[src/rtl/irc_pkg.sv]
// Functional notes
// - After power-on or full soft reset, stay 500 us in initialization before configuration.
// - During initialization the interrupt output toggles at the low-power oscillator rate.
// - On start, 1.5 ms analog stabilization, then first data interrupt one period later.
// - Status register clears when the host reads it, and on full or measurement path soft reset.
// - Channel data updates only when the valid-data interval of the period ends.
// - Only four clock combinations are valid; period is two chopper periods, whatever the ratio.
// - Writing zero to reset bit 7 forces full soft reset; bit 6 returns to one.
// - Reset bit 6 low resets only the measurement path registers.
// - Gain may change while running; first sample after the change is flagged invalid.
// - Input select, gain, bypass and current source writes are accepted while running.
// - Addresses 0x19 to 0x2c are read-only; writes there have no effect.
package irc_pkg;

    // ***************************************************************
    // Timing
    // ***************************************************************
    localparam int CLK_PERIOD_NS   = 50;
    localparam int INIT_TIME_US    = 500;
    localparam int STAB_TIME_US    = 1500;
    localparam int ADC_SLOW_US     = 1000;
    localparam int ADC_FAST_US     = 500;
    localparam int INVALID_TIME_US = 8;
    localparam int RDWIN_A_US      = 96;
    localparam int RDWIN_B_US      = 176;
    localparam int RDWIN_C_US      = 48;
    localparam int LPOSC_KHZ       = 262;

    // Least time in microseconds to clock cycles, rounded up.
    function automatic int cyc_up(input int us);
        cyc_up = (us * 1000 + CLK_PERIOD_NS - 1) / CLK_PERIOD_NS;
    endfunction

    // Longest time in microseconds to clock cycles, rounded down.
    function automatic int cyc_dn(input int us);
        cyc_dn = (us * 1000) / CLK_PERIOD_NS;
    endfunction

    localparam int INIT_CYC_DEF     = cyc_up(INIT_TIME_US);
    localparam int STAB_CYC_DEF     = cyc_up(STAB_TIME_US);
    localparam int ADC_SLOW_CYC_DEF = cyc_up(ADC_SLOW_US);
    localparam int ADC_FAST_CYC_DEF = cyc_up(ADC_FAST_US);
    localparam logic [15:0] INVALID_CYC = 16'(cyc_up(INVALID_TIME_US));
    localparam logic [15:0] RDWIN_A_CYC = 16'(cyc_dn(RDWIN_A_US));
    localparam logic [15:0] RDWIN_B_CYC = 16'(cyc_dn(RDWIN_B_US));
    localparam logic [15:0] RDWIN_C_CYC = 16'(cyc_dn(RDWIN_C_US));
    localparam logic [7:0]  LPOSC_HALF_CYC = 8'((1000000 / CLK_PERIOD_NS) / (2 * LPOSC_KHZ));

    // ***************************************************************
    // Register map
    // ***************************************************************
    localparam logic [6:0] ADDR_MODE     = 7'h00;
    localparam logic [6:0] ADDR_RESET    = 7'h09;
    localparam logic [6:0] ADDR_CLKCFG   = 7'h0a;
    localparam logic [6:0] ADDR_GAIN     = 7'h13;
    localparam logic [6:0] ADDR_BYPASS   = 7'h15;
    localparam logic [6:0] ADDR_VSEL     = 7'h17;
    localparam logic [6:0] ADDR_ISRC     = 7'h18;
    localparam logic [6:0] ADDR_RO_LO    = 7'h19;
    localparam logic [6:0] ADDR_RO_HI    = 7'h2c;
    localparam logic [6:0] ADDR_CUR_MSB  = 7'h19;
    localparam logic [6:0] ADDR_CUR_LSB  = 7'h1a;
    localparam logic [6:0] ADDR_VOLT_MSB = 7'h1b;
    localparam logic [6:0] ADDR_VOLT_LSB = 7'h1c;
    localparam logic [6:0] ADDR_STATUS   = 7'h1d;

    localparam logic [7:0] RESET_REG_RST = 8'hc0;
    localparam logic [7:0] CFG_REG_RST   = 8'h00;
    localparam logic [1:0] CLKCFG_RST    = 2'h0;

    localparam int RST_FULL_BIT = 7;
    localparam int RST_MEAS_BIT = 6;
    localparam int MODE_RUN_BIT = 0;
    localparam int STAT_READY   = 0;
    localparam int STAT_INVALID = 1;
    localparam int STAT_LATE    = 2;

    localparam int SPI_ADDR_BITS  = 8;
    localparam int SPI_FRAME_BITS = 16;

    // Valid clock combinations: modulator, chopper, first ratio.
    typedef enum logic [1:0] {
        CK_1M_2K_64,
        CK_2M_2K_64,
        CK_2M_2K_128,
        CK_2M_4K_64
    } irc_clk_t;

    typedef enum logic [1:0] {
        ST_INIT,
        ST_STOP,
        ST_STAB,
        ST_RUN
    } irc_state_t;

endpackage

[src/rtl/irc_tmr_if.sv]
`timescale 1ns/1ps
`default_nettype none
// Load and expiry handshake between the sequencer and its phase timer.
interface irc_tmr_if;
    logic        load;
    logic [15:0] load_val;
    logic        done;

    modport ctl (output load, output load_val, input done);
    modport tmr (input load, input load_val, output done);
endinterface
`default_nettype wire

[src/rtl/irc_timer.sv]
`timescale 1ns/1ps
`default_nettype none
// Phase timer: after a load of N, done is high in the N-th cycle.
module irc_timer (
    input  wire logic ref_clk_i,   // System clock.
    input  wire logic nrst_i,      // Asynchronous reset, active low.
    irc_tmr_if.tmr    tmr          // Load and expiry port.
);

    logic [15:0] cnt_r;
    logic [15:0] cnt_nxt;

    // Count down to zero; a load restarts the count.
    always_comb begin
        cnt_nxt = cnt_r;
        if (tmr.load) begin
            cnt_nxt = tmr.load_val;
        end else if (cnt_r != 16'h0000) begin
            cnt_nxt = cnt_r - 16'h0001;
        end
    end

    always_ff @(posedge ref_clk_i or negedge nrst_i) begin
        if (!nrst_i) begin
            cnt_r <= 16'h0000;
        end else begin
            cnt_r <= cnt_nxt;
        end
    end

    // Expiry is seen while the last cycle of the phase runs.
    assign tmr.done = (cnt_r == 16'h0001) && !tmr.load;

endmodule
`default_nettype wire

[src/rtl/irc_top.sv]
`timescale 1ns/1ps
`default_nettype none
module irc_top
    import irc_pkg::*;
#(
    parameter int INIT_CYC     = INIT_CYC_DEF,
    parameter int STAB_CYC     = STAB_CYC_DEF,
    parameter int ADC_SLOW_CYC = ADC_SLOW_CYC_DEF,
    parameter int ADC_FAST_CYC = ADC_FAST_CYC_DEF
) (
    input  wire logic        ref_clk_i,      // System clock, 20 MHz.
    input  wire logic        nrst_i,         // Asynchronous reset, active low.
    input  wire logic        spi_sclk_i,     // Serial clock pin.
    input  wire logic        spi_cs_n_i,     // Serial chip select pin, active low.
    input  wire logic        spi_mosi_i,     // Serial data in pin.
    input  wire logic [15:0] cur_sample_i,   // Current channel filter output.
    input  wire logic [15:0] volt_sample_i,  // Voltage channel filter output.
    output logic             spi_miso_o,     // Serial data out.
    output logic             spi_miso_oe_o,  // Serial data out enable.
    output logic             int_o,          // Interrupt pin.
    output logic             adc_run_o,      // Conversion running.
    output logic             meas_rst_o,     // Measurement path reset pulse.
    output logic [7:0]       gain_o,         // Gain setting.
    output logic [7:0]       bypass_o,       // Amplifier bypass control.
    output logic [7:0]       vsel_o,         // Voltage input selection.
    output logic [7:0]       isrc_o,         // Current source control.
    output logic [1:0]       clk_sel_o       // Clock combination in use.
);

    // ***************************************************************
    // Pin synchronisers and serial frame state
    // ***************************************************************
    logic [2:0]  sclk_s_r, csn_s_r;
    logic [1:0]  mosi_s_r;
    logic [15:0] sh_r, sh_nxt;
    logic [7:0]  tx_r, tx_nxt;
    logic [4:0]  bit_r, bit_nxt;
    logic        rd_r, rd_nxt;
    logic        miso_r, miso_nxt;
    logic        oe_r, oe_nxt;
    logic        wr_stb, rd_stb;
    logic [6:0]  acc_addr;
    logic [7:0]  wr_data;
    logic        sclk_rise, sclk_fall, cs_act;

    // ***************************************************************
    // Sequencer state
    // ***************************************************************
    irc_state_t  st_r, st_nxt;
    irc_clk_t    clk_r, clk_nxt;
    logic [7:0]  mode_r, mode_nxt, rstreg_r, rstreg_nxt;
    logic [7:0]  gain_r, gain_nxt, byp_r, byp_nxt;
    logic [7:0]  vsel_r, vsel_nxt, isrc_r, isrc_nxt;
    logic [7:0]  stat_r, stat_nxt;
    logic [15:0] cur_r, cur_nxt, volt_r, volt_nxt;
    logic [15:0] per_r, per_nxt, win_r, win_nxt;
    logic [7:0]  lp_r, lp_nxt;
    logic        win_open_r, win_open_nxt, stat_rd_r, stat_rd_nxt;
    logic        pend_inv_r, pend_inv_nxt, int_r, int_nxt;
    logic        mrst_r, mrst_nxt, load_r, load_nxt, run_r, run_nxt;
    logic [15:0] period;

    irc_tmr_if tmr_if ();

    irc_timer u_timer (
        .ref_clk_i (ref_clk_i),
        .nrst_i    (nrst_i),
        .tmr       (tmr_if.tmr)
    );

    // Conversion period for a clock combination.
    function automatic logic [15:0] adc_cyc(input irc_clk_t c);
        adc_cyc = (c == CK_2M_4K_64) ? 16'(ADC_FAST_CYC) : 16'(ADC_SLOW_CYC);
    endfunction

    // Read window for a clock combination.
    function automatic logic [15:0] rdwin_cyc(input irc_clk_t c);
        case (c)
            CK_2M_2K_64: rdwin_cyc = RDWIN_B_CYC;
            CK_2M_4K_64: rdwin_cyc = RDWIN_C_CYC;
            default:     rdwin_cyc = RDWIN_A_CYC;
        endcase
    endfunction

    // Read data for an address; unmapped addresses read zero.
    function automatic logic [7:0] rd_mux(input logic [6:0] a);
        case (a)
            ADDR_MODE:     rd_mux = mode_r;
            ADDR_RESET:    rd_mux = rstreg_r;
            ADDR_CLKCFG:   rd_mux = {6'h00, clk_r};
            ADDR_GAIN:     rd_mux = gain_r;
            ADDR_BYPASS:   rd_mux = byp_r;
            ADDR_VSEL:     rd_mux = vsel_r;
            ADDR_ISRC:     rd_mux = isrc_r;
            ADDR_CUR_MSB:  rd_mux = cur_r[15:8];
            ADDR_CUR_LSB:  rd_mux = cur_r[7:0];
            ADDR_VOLT_MSB: rd_mux = volt_r[15:8];
            ADDR_VOLT_LSB: rd_mux = volt_r[7:0];
            ADDR_STATUS:   rd_mux = stat_r;
            default:       rd_mux = 8'h00;
        endcase
    endfunction

    assign sclk_rise = sclk_s_r[1] && !sclk_s_r[2];
    assign sclk_fall = !sclk_s_r[1] && sclk_s_r[2];
    assign cs_act    = !csn_s_r[1];
    assign period    = adc_cyc(clk_r);

    // Serial slave: mode 0, read flag then seven address bits, then data.
    always_comb begin
        sh_nxt   = sh_r;
        tx_nxt   = tx_r;
        bit_nxt  = bit_r;
        rd_nxt   = rd_r;
        miso_nxt = miso_r;
        oe_nxt   = cs_act;
        wr_stb   = 1'b0;
        rd_stb   = 1'b0;
        acc_addr = 7'h00;
        wr_data  = {sh_r[6:0], mosi_s_r[1]};
        if (!cs_act) begin
            bit_nxt  = 5'h00;
            rd_nxt   = 1'b0;
            miso_nxt = 1'b0;
        end else if (sclk_rise && bit_r < 5'(SPI_FRAME_BITS)) begin
            sh_nxt  = {sh_r[14:0], mosi_s_r[1]};
            bit_nxt = bit_r + 5'h01;
            if (bit_r == 5'(SPI_ADDR_BITS - 1)) begin
                acc_addr = {sh_r[5:0], mosi_s_r[1]};
                rd_nxt   = sh_r[6];
                rd_stb   = sh_r[6];
                tx_nxt   = rd_mux(acc_addr);
            end else if (bit_r == 5'(SPI_FRAME_BITS - 1)) begin
                acc_addr = sh_r[13:7];
                wr_stb   = !rd_r;
            end
        end else if (sclk_fall && rd_r) begin
            miso_nxt = tx_r[7];
            tx_nxt   = {tx_r[6:0], 1'b0};
        end
    end

    always_ff @(posedge ref_clk_i or negedge nrst_i) begin
        if (!nrst_i) begin
            sclk_s_r <= 3'h0;
            csn_s_r  <= 3'h7;
            mosi_s_r <= 2'h0;
            sh_r     <= 16'h0000;
            tx_r     <= 8'h00;
            bit_r    <= 5'h00;
            rd_r     <= 1'b0;
            miso_r   <= 1'b0;
            oe_r     <= 1'b0;
        end else begin
            sclk_s_r <= {sclk_s_r[1:0], spi_sclk_i};
            csn_s_r  <= {csn_s_r[1:0], spi_cs_n_i};
            mosi_s_r <= {mosi_s_r[0], spi_mosi_i};
            sh_r     <= sh_nxt;
            tx_r     <= tx_nxt;
            bit_r    <= bit_nxt;
            rd_r     <= rd_nxt;
            miso_r   <= miso_nxt;
            oe_r     <= oe_nxt;
        end
    end

    // Phase timer is loaded on entry to initialization and stabilization.
    assign tmr_if.load     = load_r;
    assign tmr_if.load_val = (st_r == ST_STAB) ? 16'(STAB_CYC) : 16'(INIT_CYC);

    // Sequencer, register file and conversion timing.
    always_comb begin
        st_nxt       = st_r;
        clk_nxt      = clk_r;
        mode_nxt     = mode_r;
        rstreg_nxt   = rstreg_r;
        gain_nxt     = gain_r;
        byp_nxt      = byp_r;
        vsel_nxt     = vsel_r;
        isrc_nxt     = isrc_r;
        stat_nxt     = stat_r;
        cur_nxt      = cur_r;
        volt_nxt     = volt_r;
        per_nxt      = per_r;
        win_nxt      = win_r;
        lp_nxt       = lp_r;
        win_open_nxt = win_open_r;
        stat_rd_nxt  = stat_rd_r;
        pend_inv_nxt = pend_inv_r;
        int_nxt      = int_r;
        mrst_nxt     = 1'b0;
        load_nxt     = 1'b0;
        rstreg_nxt[RST_MEAS_BIT] = 1'b1;
        // Reading status clears it; events below set again, so set wins.
        if (rd_stb && acc_addr == ADDR_STATUS) begin
            stat_nxt    = 8'h00;
            stat_rd_nxt = 1'b1;
            int_nxt     = 1'b0;
        end
        case (st_r)
            ST_INIT: begin
                if (lp_r == LPOSC_HALF_CYC - 8'h01) begin
                    lp_nxt  = 8'h00;
                    int_nxt = !int_r;
                end else begin
                    lp_nxt = lp_r + 8'h01;
                end
                if (tmr_if.done) begin
                    st_nxt  = ST_STOP;
                    int_nxt = 1'b0;
                end
            end
            ST_STOP: begin
                if (mode_r[MODE_RUN_BIT]) begin
                    st_nxt   = ST_STAB;
                    load_nxt = 1'b1;
                end
            end
            ST_STAB: begin
                if (!mode_r[MODE_RUN_BIT]) begin
                    st_nxt = ST_STOP;
                end else if (tmr_if.done) begin
                    st_nxt  = ST_RUN;
                    per_nxt = 16'h0000;
                end
            end
            ST_RUN: begin
                if (!mode_r[MODE_RUN_BIT]) begin
                    st_nxt       = ST_STOP;
                    int_nxt      = 1'b0;
                    win_open_nxt = 1'b0;
                end else begin
                    per_nxt = (per_r == period - 16'h0001) ? 16'h0000 : per_r + 16'h0001;
                    // Data changes only when the valid-data interval has ended.
                    if (per_r == period - INVALID_CYC) begin
                        cur_nxt      = cur_sample_i;
                        volt_nxt     = volt_sample_i;
                        pend_inv_nxt = 1'b0;
                        if (pend_inv_r) begin
                            stat_nxt[STAT_INVALID] = 1'b1;
                        end
                    end
                    // Open the read window with the data interrupt.
                    if (per_r == period - 16'h0001) begin
                        int_nxt              = 1'b1;
                        stat_nxt[STAT_READY] = 1'b1;
                        win_open_nxt         = 1'b1;
                        win_nxt              = 16'h0000;
                        stat_rd_nxt          = 1'b0;
                    end else if (win_open_r) begin
                        win_nxt = win_r + 16'h0001;
                        if (win_r == rdwin_cyc(clk_r) - 16'h0001) begin
                            win_open_nxt = 1'b0;
                            int_nxt      = 1'b0;
                            if (!stat_rd_r) begin
                                stat_nxt[STAT_LATE] = 1'b1;
                            end
                        end
                    end
                end
            end
            default: begin
                st_nxt = ST_INIT;
            end
        endcase
        // Writes are ignored while initializing.
        if (wr_stb && st_r != ST_INIT) begin
            case (acc_addr)
                ADDR_MODE:   mode_nxt = wr_data;
                ADDR_CLKCFG: begin
                    if (st_r == ST_STOP) begin
                        clk_nxt = irc_clk_t'(wr_data[1:0]);
                    end
                end
                ADDR_GAIN: begin
                    gain_nxt = wr_data;
                    if (st_r == ST_RUN && wr_data != gain_r) begin
                        pend_inv_nxt = 1'b1;
                    end
                end
                ADDR_BYPASS: byp_nxt  = wr_data;
                ADDR_VSEL:   vsel_nxt = wr_data;
                ADDR_ISRC:   isrc_nxt = wr_data;
                ADDR_RESET: begin
                    if (!wr_data[RST_FULL_BIT]) begin
                        st_nxt       = ST_INIT;
                        load_nxt     = 1'b1;
                        lp_nxt       = 8'h00;
                        int_nxt      = 1'b0;
                        mode_nxt     = CFG_REG_RST;
                        rstreg_nxt   = RESET_REG_RST;
                        clk_nxt      = irc_clk_t'(CLKCFG_RST);
                        gain_nxt     = CFG_REG_RST;
                        byp_nxt      = CFG_REG_RST;
                        vsel_nxt     = CFG_REG_RST;
                        isrc_nxt     = CFG_REG_RST;
                        stat_nxt     = 8'h00;
                        cur_nxt      = 16'h0000;
                        volt_nxt     = 16'h0000;
                        win_open_nxt = 1'b0;
                        pend_inv_nxt = 1'b0;
                    end else if (!wr_data[RST_MEAS_BIT]) begin
                        rstreg_nxt[RST_MEAS_BIT] = 1'b0;
                        mrst_nxt     = 1'b1;
                        stat_nxt     = 8'h00;
                        cur_nxt      = 16'h0000;
                        volt_nxt     = 16'h0000;
                        per_nxt      = 16'h0000;
                        win_open_nxt = 1'b0;
                        pend_inv_nxt = 1'b0;
                    end
                end
                default: begin
                    // Results, status and unmapped addresses ignore writes.
                    mode_nxt = mode_nxt;
                end
            endcase
        end
        // Registered run flag, so the pin comes straight from a flop.
        run_nxt = (st_nxt == ST_RUN);
    end

    always_ff @(posedge ref_clk_i or negedge nrst_i) begin
        if (!nrst_i) begin
            st_r       <= ST_INIT;
            clk_r      <= irc_clk_t'(CLKCFG_RST);
            mode_r     <= CFG_REG_RST;
            rstreg_r   <= RESET_REG_RST;
            gain_r     <= CFG_REG_RST;
            byp_r      <= CFG_REG_RST;
            vsel_r     <= CFG_REG_RST;
            isrc_r     <= CFG_REG_RST;
            stat_r     <= 8'h00;
            cur_r      <= 16'h0000;
            volt_r     <= 16'h0000;
            per_r      <= 16'h0000;
            win_r      <= 16'h0000;
            lp_r       <= 8'h00;
            win_open_r <= 1'b0;
            stat_rd_r  <= 1'b0;
            pend_inv_r <= 1'b0;
            int_r      <= 1'b0;
            mrst_r     <= 1'b0;
            load_r     <= 1'b1;
            run_r      <= 1'b0;
        end else begin
            st_r       <= st_nxt;
            clk_r      <= clk_nxt;
            mode_r     <= mode_nxt;
            rstreg_r   <= rstreg_nxt;
            gain_r     <= gain_nxt;
            byp_r      <= byp_nxt;
            vsel_r     <= vsel_nxt;
            isrc_r     <= isrc_nxt;
            stat_r     <= stat_nxt;
            cur_r      <= cur_nxt;
            volt_r     <= volt_nxt;
            per_r      <= per_nxt;
            win_r      <= win_nxt;
            lp_r       <= lp_nxt;
            win_open_r <= win_open_nxt;
            stat_rd_r  <= stat_rd_nxt;
            pend_inv_r <= pend_inv_nxt;
            int_r      <= int_nxt;
            mrst_r     <= mrst_nxt;
            load_r     <= load_nxt;
            run_r      <= run_nxt;
        end
    end

    // Outputs come straight from flip-flops.
    assign spi_miso_o    = miso_r;
    assign spi_miso_oe_o = oe_r;
    assign int_o         = int_r;
    assign adc_run_o     = run_r;
    assign meas_rst_o    = mrst_r;
    assign gain_o        = gain_r;
    assign bypass_o      = byp_r;
    assign vsel_o        = vsel_r;
    assign isrc_o        = isrc_r;
    assign clk_sel_o     = clk_r;

endmodule
`default_nettype wire

[config.mk]
export PLATFORM = sky130hd
export DESIGN_NAME = irc_top
export DESIGN_NICKNAME = d
export VERILOG_FILES = /design/src/rtl/irc_pkg.sv /design/src/rtl/irc_tmr_if.sv /design/src/rtl/irc_timer.sv /design/src/rtl/irc_top.sv
export SDC_FILE = /design/constraint.sdc
export NUM_CORES = 1
export LEC_CHECK = 0
export BUFFER_PORTS_ARGS = -buffer_cell sky130_fd_sc_hd__buf_2
export CORE_ASPECT_RATIO = 1.75
export CORE_UTILIZATION = 30
export CTS_BUF_LIST = sky130_fd_sc_hd__clkbuf_16
export CTS_CLUSTER_SIZE = 40
export DETAILED_ROUTE_END_ITERATION = 8
export GPL_TIMING_DRIVEN = 0
export PLACE_DENSITY = 0.54
export SYNTH_ARGS = -nofsm -noshare
export SYNTH_HDL_FRONTEND = slang
export SYNTH_HIERARCHICAL = 1
export SYNTH_SLANG_ARGS = --single-unit
[constraint.sdc]
create_clock -name ref_clk_i -period 3.7 [get_ports ref_clk_i]
set_clock_uncertainty 0.15 [all_clocks]
set_input_delay 0.185 -clock ref_clk_i [delete_from_list [all_inputs] [get_ports ref_clk_i]]
set_output_delay 0.185 -clock ref_clk_i [all_outputs]
set_load 0.01 [all_outputs]
==> run_results.csv, run 1 <==
group,metric,value,unit
place,dp.cells,1623,
cts,cts.sinks,185,
worst_setup_path,critical_path.endpoint,"per_r[1]",
synth,synth_edf_count,0,
floorplanning,coreArea,33600,um^2
cts,clock_path_buffers,2,
synth,synth_cell_type_count,94,
grt,grt_max_degree,114,
sta,slew_viol_final,0,
synth,yosysMostFrequentCell,"dfrtp_1",
worst_setup_path,r2r_end,"per_r[1]",
synth,ys_seq_elements,185,
synth,yosys-top-cells-count,"dfrtp_1 (181), nor2_1 (122), nand2_1 (108)",
worst_setup_path,cp.required,3.88,ns
final_layout,design_area,12100,um^2
power_and_ir_drop,max-vdd-ir-drop,0.000337,V
synth,ys_seq_area_share,45.4,%
floorplanning,dieArea,34800,um^2
worst_setup_path,cp-start-kind,"flip-flop",
detailed_routing,first_iter_violations,597,
worst_setup_path,path_class,"reg2reg",
run,maxCapViolations,0,
floorplanning,dieHeight,246,um
final_layout,nets,1274,
power_and_ir_drop,p_sw_share,31.3,%
synth,ys_top_cells_by_area,"dfrtp_1 (44%), mux2i_1 (4.5%), nor2_1 (4.5%)",
power_and_ir_drop,power.share.sequential,47.0,%
sta,whs,0.109,ns
cts,ctsHoldBuffers,36,
synth,yosysWarnings,6,
final_layout,n_fill_cell,3542,
synth,syn-instance-count,1082,
cts,clkSlewWorstSetupHoldPaths,0.07,ns
worst_setup_path,crit_path_start,"bit_r[0]",
sta,fin_crit_sh,94.5,%
power_and_ir_drop,internal-power,3.25,mW
sta,tns,0,ns
cts,cts_tree,"yes",
power_and_ir_drop,comb_power_share,15.9,%
status,status,"finished clean",
power_and_ir_drop,p_clk_share,37.2,%
sta,rsz0062_at_grt,"no",
place,place_ws,0.184,ns
cts,cts_resized,0,
detailed_routing,ant_nets,0,
power_and_ir_drop,total_power,4.72,mW
worst_setup_path,worst-r2r-setup-slack,0.20,ns
power_and_ir_drop,p_per_area,390,nW/um^2
synth,syn_area,10200,um^2
power_and_ir_drop,p_switching,1.48,mW
grt,antenna_found_initial,0,
synth,synth_top_area_share,44.4,%
sta,hold_viol,0,
sta,worst_slack,0.202,ns
place,hpwlAfterDp,24200,um
worst_setup_path,timing.critical_path.cells,"ha_1, and3_1, ha_1, nor3b_2, nand4_1, and2_4, nor3_2, buf_2, nor2_1",
floorplanning,die_x,141,um
sta,max_freq,286,MHz
sta,worst_pin_slew,1.07,ns
worst_setup_path,cp.arrival,3.68,ns
cts,htree_levels,4,
worst_setup_path,crit_path_frequent_cell,"ha_1",
synth,synth_top_area_cell,"dfrtp_1",
grt,grt_usage,19.6,%
worst_setup_path,r2r_start,"bit_r[0]",
detailed_routing,drc,0,
place,placed_area,11200,um^2
worst_setup_path,endpoint_kind,"flip-flop",
floorplanning,initial_core_util,30.4,%
sta,slew_headroom,27.9,%
grt,grt_pass1_wl,51100,um
floorplanning,io_pins,76,
final_layout,utilization,36.1,%
cts,clockRootBuffer,"clkbuf_16",
detailed_routing,viasPerCell,5.16,
sta,setup_viol,0,
final_layout,final-instance-count-excl-fill,1691,
place,routabilityCongestion,0.975,
sta,fin_crit,3.50,ns
detailed_routing,postRouteWirelength,32400,um
grt,grt-ovfl-total,0,
worst_setup_path,reg2regPathDepth,9,
cts,cts_buffers,17,
synth,synth_ff_type,"dfrtp_1",
final_layout,antenna_cells,0,
floorplanning,rows,89,
detailed_routing,drt_pass1_iterations,6,
worst_hold_path,hold_class,"in2async",
cts,cts_setup_buffers,0,
power_and_ir_drop,power.leakage,5.41,nW
detailed_routing,vias,8724,
synth,synth_area_per_cell,9.43,um^2
worst_setup_path,max_stage_delay,0.62,ns
grt,grt_pass1_vias,8922,
worst_setup_path,crit_path_top_delay_cell,"nor3_2",
worst_setup_path,critPathMaxFanout,10,
place,io_buffers,75,
detailed_routing,avgRoutedWirePerCell,19.2,um
final_layout,drive_gt1_share,14.3,%
cts,insertion_delay,0.45,ns
synth,synthArstFlopShare,100,%
final_layout,area_growth_syn_to_layout,18.8,%
## power groups by stage
| stage | combinational, mW | sequential, mW | clock (mW) |
|---|---|---|---|
| finish | 0.750 | 2.22 | 1.76 |
| global route | 0.820 | 2.23 | 1.87 |
| CTS | 0.749 | 2.22 | 1.81 |
| detailed placement | 0.717 | 2.26 | 0 |
| global placement | 0.707 | 2.26 | 0 |
| floorplan | 0.458 | 2.22 | 0 |
## state kept, by name, indices dropped and copies added, names as in the netlist, 14 cells and up
signal / count
u_timer/cnt_r: 16
win_r: 16
sh_r: 14
per_r: 16
volt_r: 16
cur_r: 16
## final cells by class
type / count / area [um^2] / share of cell area [%]
timing repair buffer: 112 / 773 / 6.38
buffer: 66 / 307 / 2.53
sequential: 185 / 4630 / 38.2
tap: 455 / 569 / 4.69
clock buffer: 17 / 425 / 3.51
inverter: 32 / 120 / 0.990
clock inverter: 15 / 115 / 0.949
multi-input combinational: 809 / 5180 / 42.7
## layer usage
metal	vias up	GRT usage, %	part of all wire [%]
met5	-	0	0
met1	4256	20.1	37
met3	77	2.74	2.8
met4	0	13.1	6.3
met2	220	36.5	54
li1	4171	-	-
## how the worst min path moves through the flow
| stage | startpoint | to | slack (ns) | depth (start not counted) |
|---|---|---|---|---|
| floorplan | nrst_i | adc_run_o | -0.26 | 0 |
| global placement | spi_cs_n_i | csn_s_r[0] | 0.14 | 1 |
| detailed placement | nrst_i | spi_miso_oe_o | 0.06 | 1 |
| CTS | nrst_i | spi_miso_oe_o | 0.16 | 2 |
| global route | nrst_i | spi_miso_oe_o | 0.18 | 2 |
| finish | nrst_i | spi_miso_oe_o | 0.11 | 2 |
## logic make-up after synthesis
family	after synthesis	share of synthesized area, %
and+or+nand+nor	468	24.1
AOI/OAI and AO/OA	209	14.4
DFF	185	45.4
buffers and inverters	98	4.18
muxes	66	6.72
xor gates and xnor gates	40	3.43
adders and majority gates	14	1.72
other	2	0.0736
## critical path, delay by kind of cell, from the launching register on
| kind | cells | cell delay [ns] |
|---|---|---|
| adders and majority gates | 2 | 0.57 |
| buffers and inverters | 1 | 0.39 |
| DFF | 1 | 0.39 |
| and+or+nand+nor | 6 | 1.86 |
## placed cells by master (no fill, tap or decap), drive strengths merged, types with 39 or more instances in the layout
cell type,Yosys,layout
dfrtp,181,181
nor2,122,122
nand2,108,108
buf,24,100
clkbuf,42,59
o21ai,49,49
a21oi,47,47
mux2i,46,46
nand3,42,42
inv,31,39
(Power assumes the default switching activity.)
==> run 2: changes to the inputs <==
Settings changed: ABC_AREA from default to 1, HOLD_SLACK_MARGIN from default to 0.05, PLACE_DENSITY 0.54 to 0.53.
==> run_results.csv, run 2 <==
group,metric,value,unit
place,hpwlAfterDp,24300,um
grt,grt_usage,19.0,%
synth,synth-xor-area-share,1.85,%
synth,syn-instance-count,1384,
cts,cts.sinks,185,
cts,insertion_delay,0.46,ns
synth,yosysMostFrequentCell,"nand2_1",
final_layout,regArea,4630,um^2
final_layout,antenna_cells,0,
sta,slew_headroom,51.8,%
cts,clkSlewWorstSetupHoldPaths,0.07,ns
final_layout,multi_input_area,5010,um^2
final_layout,n_fill_cell,3635,
detailed_routing,avgRoutedWirePerCell,16.0,um
synth,synth-compound-area-share,11.6,%
final_layout,final_common_cell,"nand2_1",
final_layout,utilization,36.2,%
sta,max_freq,338,MHz
worst_setup_path,cp.required,3.88,ns
detailed_routing,drt_pass1_iterations,5,
cts,clock_path_buffers,2,
sta,worst_pin_slew,0.716,ns
worst_setup_path,max_stage_delay,0.63,ns
synth,synth_top_area_share,43.4,%
synth,yosys-top-cells-count,"nand2_1 (419), dfrtp_1 (181), inv_1 (147)",
grt,grt_max_degree,115,
cts,clockRootBuffer,"clkbuf_16",
worst_setup_path,cp-start-kind,"flip-flop",
cts,ctsHoldBuffers,36,
place,dp.cells,1931,
synth,synth_top_family_by_area,"simple AND/OR/NAND/NOR gates",
grt,grt_pass1_vias,9697,
floorplanning,io_pins,76,
detailed_routing,vias,9557,
detailed_routing,postRouteWirelength,31900,um
final_layout,final-instance-count-excl-fill,1999,
synth,synth_edf_count,0,
synth,synthArstFlopShare,100,%
synth,syn_area,10400,um^2
floorplanning,coreArea,34300,um^2
synth,synth_cell_type_count,52,
cts,cts_setup_buffers,0,
sta,fin_crit,2.96,ns
synth,synth_mux_area_share,0.0959,%
final_layout,area_growth_syn_to_layout,19.2,%
floorplanning,die_x,143,um
place,routabilityCongestion,0.880,
synth,synth_area_per_cell,7.54,um^2
final_layout,most-common-layout-cells,"nand2_1 (419), dfrtp_1 (181), inv_1 (147)",
synth,ys_seq_area_share,44.4,%
floorplanning,dieArea,35600,um^2
worst_setup_path,crit_path_frequent_cell,"inv_1",
worst_hold_path,hold_class,"reg2reg",
synth,yosys.area_share.simple,32.4,%
detailed_routing,drc,0,
detailed_routing,viasPerCell,4.78,
cts,cts_buffers,17,
place,io_buffers,75,
detailed_routing,ant_nets,0,
sta,worst_slack,0.741,ns
floorplanning,initial_core_util,30.4,%
cts,cts_tree,"yes",
grt,antenna_found_initial,0,
power_and_ir_drop,power.leakage,6.06,nW
sta,fin_crit_sh,80.0,%
worst_setup_path,timing.critical_path.cells,"nor2_1, nand2_2, nor4_1, inv_1, nor3_1, inv_1, nand2_1, inv_1, clkbuf_1, nand2_1, a21oi_1",
floorplanning,dieHeight,249,um
worst_setup_path,critPathMaxFanout,10,
synth,post_synth_fa_ha_maj_area_fraction,1.68,%
synth,synth_ff_type,"dfrtp_1",
grt,grt_pass1_wl,51500,um
worst_setup_path,reg2regPathDepth,11,
cts,cts_resized,0,
floorplanning,rows,90,
power_and_ir_drop,max-vdd-ir-drop,0.000336,V
final_layout,drive_gt1_share,13.3,%
power_and_ir_drop,p_per_area,349,nW/um^2
worst_setup_path,worst-r2r-setup-slack,0.74,ns
final_layout,nets,1577,
worst_setup_path,path_class,"reg2reg",
synth,synth_top_area_cell,"dfrtp_1",
worst_hold_path,hold_depth,0,
synth,yosysWarnings,6,
worst_setup_path,endpoint_kind,"flip-flop",
grt,grt-ovfl-total,0,
place,place_ws,0.750,ns
status,status,"finished clean",
worst_setup_path,crit_path_top_delay_cell,"nor4_1",
cts,htree_levels,4,
detailed_routing,first_iter_violations,449,
sta,slew_viol_final,0,
sta,hold_viol,0,
sta,tns,0,ns
synth,ys_seq_elements,185,
sta,rsz0062_at_grt,"no",
synth,ys_top_cells_by_area,"dfrtp_1 (43%), nand2_1 (15%), inv_1 (5.3%)",
run,maxCapViolations,0,
sta,setup_viol,0,
worst_setup_path,cp.arrival,3.14,ns
==> run 2: cell types whose count changed after synthesis, sizes merged, moves of 20 or more <==
cell,delta
nand2,+326
inv,+124
nand3,+72
o21ai,+63
mux2i,-45
a21oi,+37
and2,-30
clkbuf,-27
mux2,-20
==> run 2: worst paths after layout <==
kind,startpoint,end
max in group asynchronous,nrst_i,win_r[4]
min in group asynchronous,nrst_i,sh_r[13]
worst max register to register,u_timer/cnt_r[4],per_r[3]
worst min register to register,mosi_s_r[0],mosi_s_r[1]
worst max-delay path,u_timer/cnt_r[4],per_r[3]
worst min-delay path,mosi_s_r[0],mosi_s_r[1]
==> run 2: where the power goes <==
group	switching, mW	leakage (nW)	internal, mW
Combinational	0.262	3.44	0.0973
Sequential	0.0253	2.33	2.05
Clock	0.891	0.292	1.01
Total	1.18	6.06	3.16
==> run 2: layer usage <==
layer | routed length (um) | GRT usage [%] | vias to the layer above | part of all wire, %
met1 | 11800 | 19.4 | 4552 | 37
met2 | 18000 | 36.6 | 187 | 56
li1 | - | - | 4762 | -
met5 | 0 | 0 | - | 0
met4 | 1250 | 9.40 | 0 | 3.9
met3 | 818 | 2.44 | 56 | 2.6
==> run 2: layout make-up <==
type                            count  share of cell area, %
Sequential cell                   185                   37.3
Multi-Input combinational cell   1013                   40.3
Buffer                             41                   1.95
Inverter                          155                   4.70
Tap cell                          460                   4.63
Timing Repair Buffer              113                   6.44
Clock inverter                     15                   1.32
Clock buffer                       17                   3.42
==> run 2: worst max-delay path: cells and delay by family, from the launching register on <==
| kind | cells | cell delay [ns] |
|---|---|---|
| AO/OA/AOI/OAI | 1 | 0.07 |
| AND/OR/NAND/NOR | 6 | 1.51 |
| buffers and inverters | 4 | 0.69 |
| flip-flops | 1 | 0.42 |
==> run 2: kinds of logic after synthesis <==
group                    Yosys count
AO/OA/AOI/OAI                    218
XOR/XNOR                          22
adder cells (fa/ha/maj)           14
buffers and inverters            196
flip-flops                       185
multiplexers                       1
other                              2
AND/OR/NAND/NOR                  746
==> run 2: per-stage QoR <==
step,total power [mW],area (um^2),hold slack (ns)
6_report,4.34,12400,0.203
5_1_grt,4.50,12400,0.210
4_1_cts,4.38,12400,0.206
3_5_place_dp,2.45,11500,0.134
3_3_place_gp,2.44,11400,0.144
2_1_floorplan,2.27,10500,-0.261
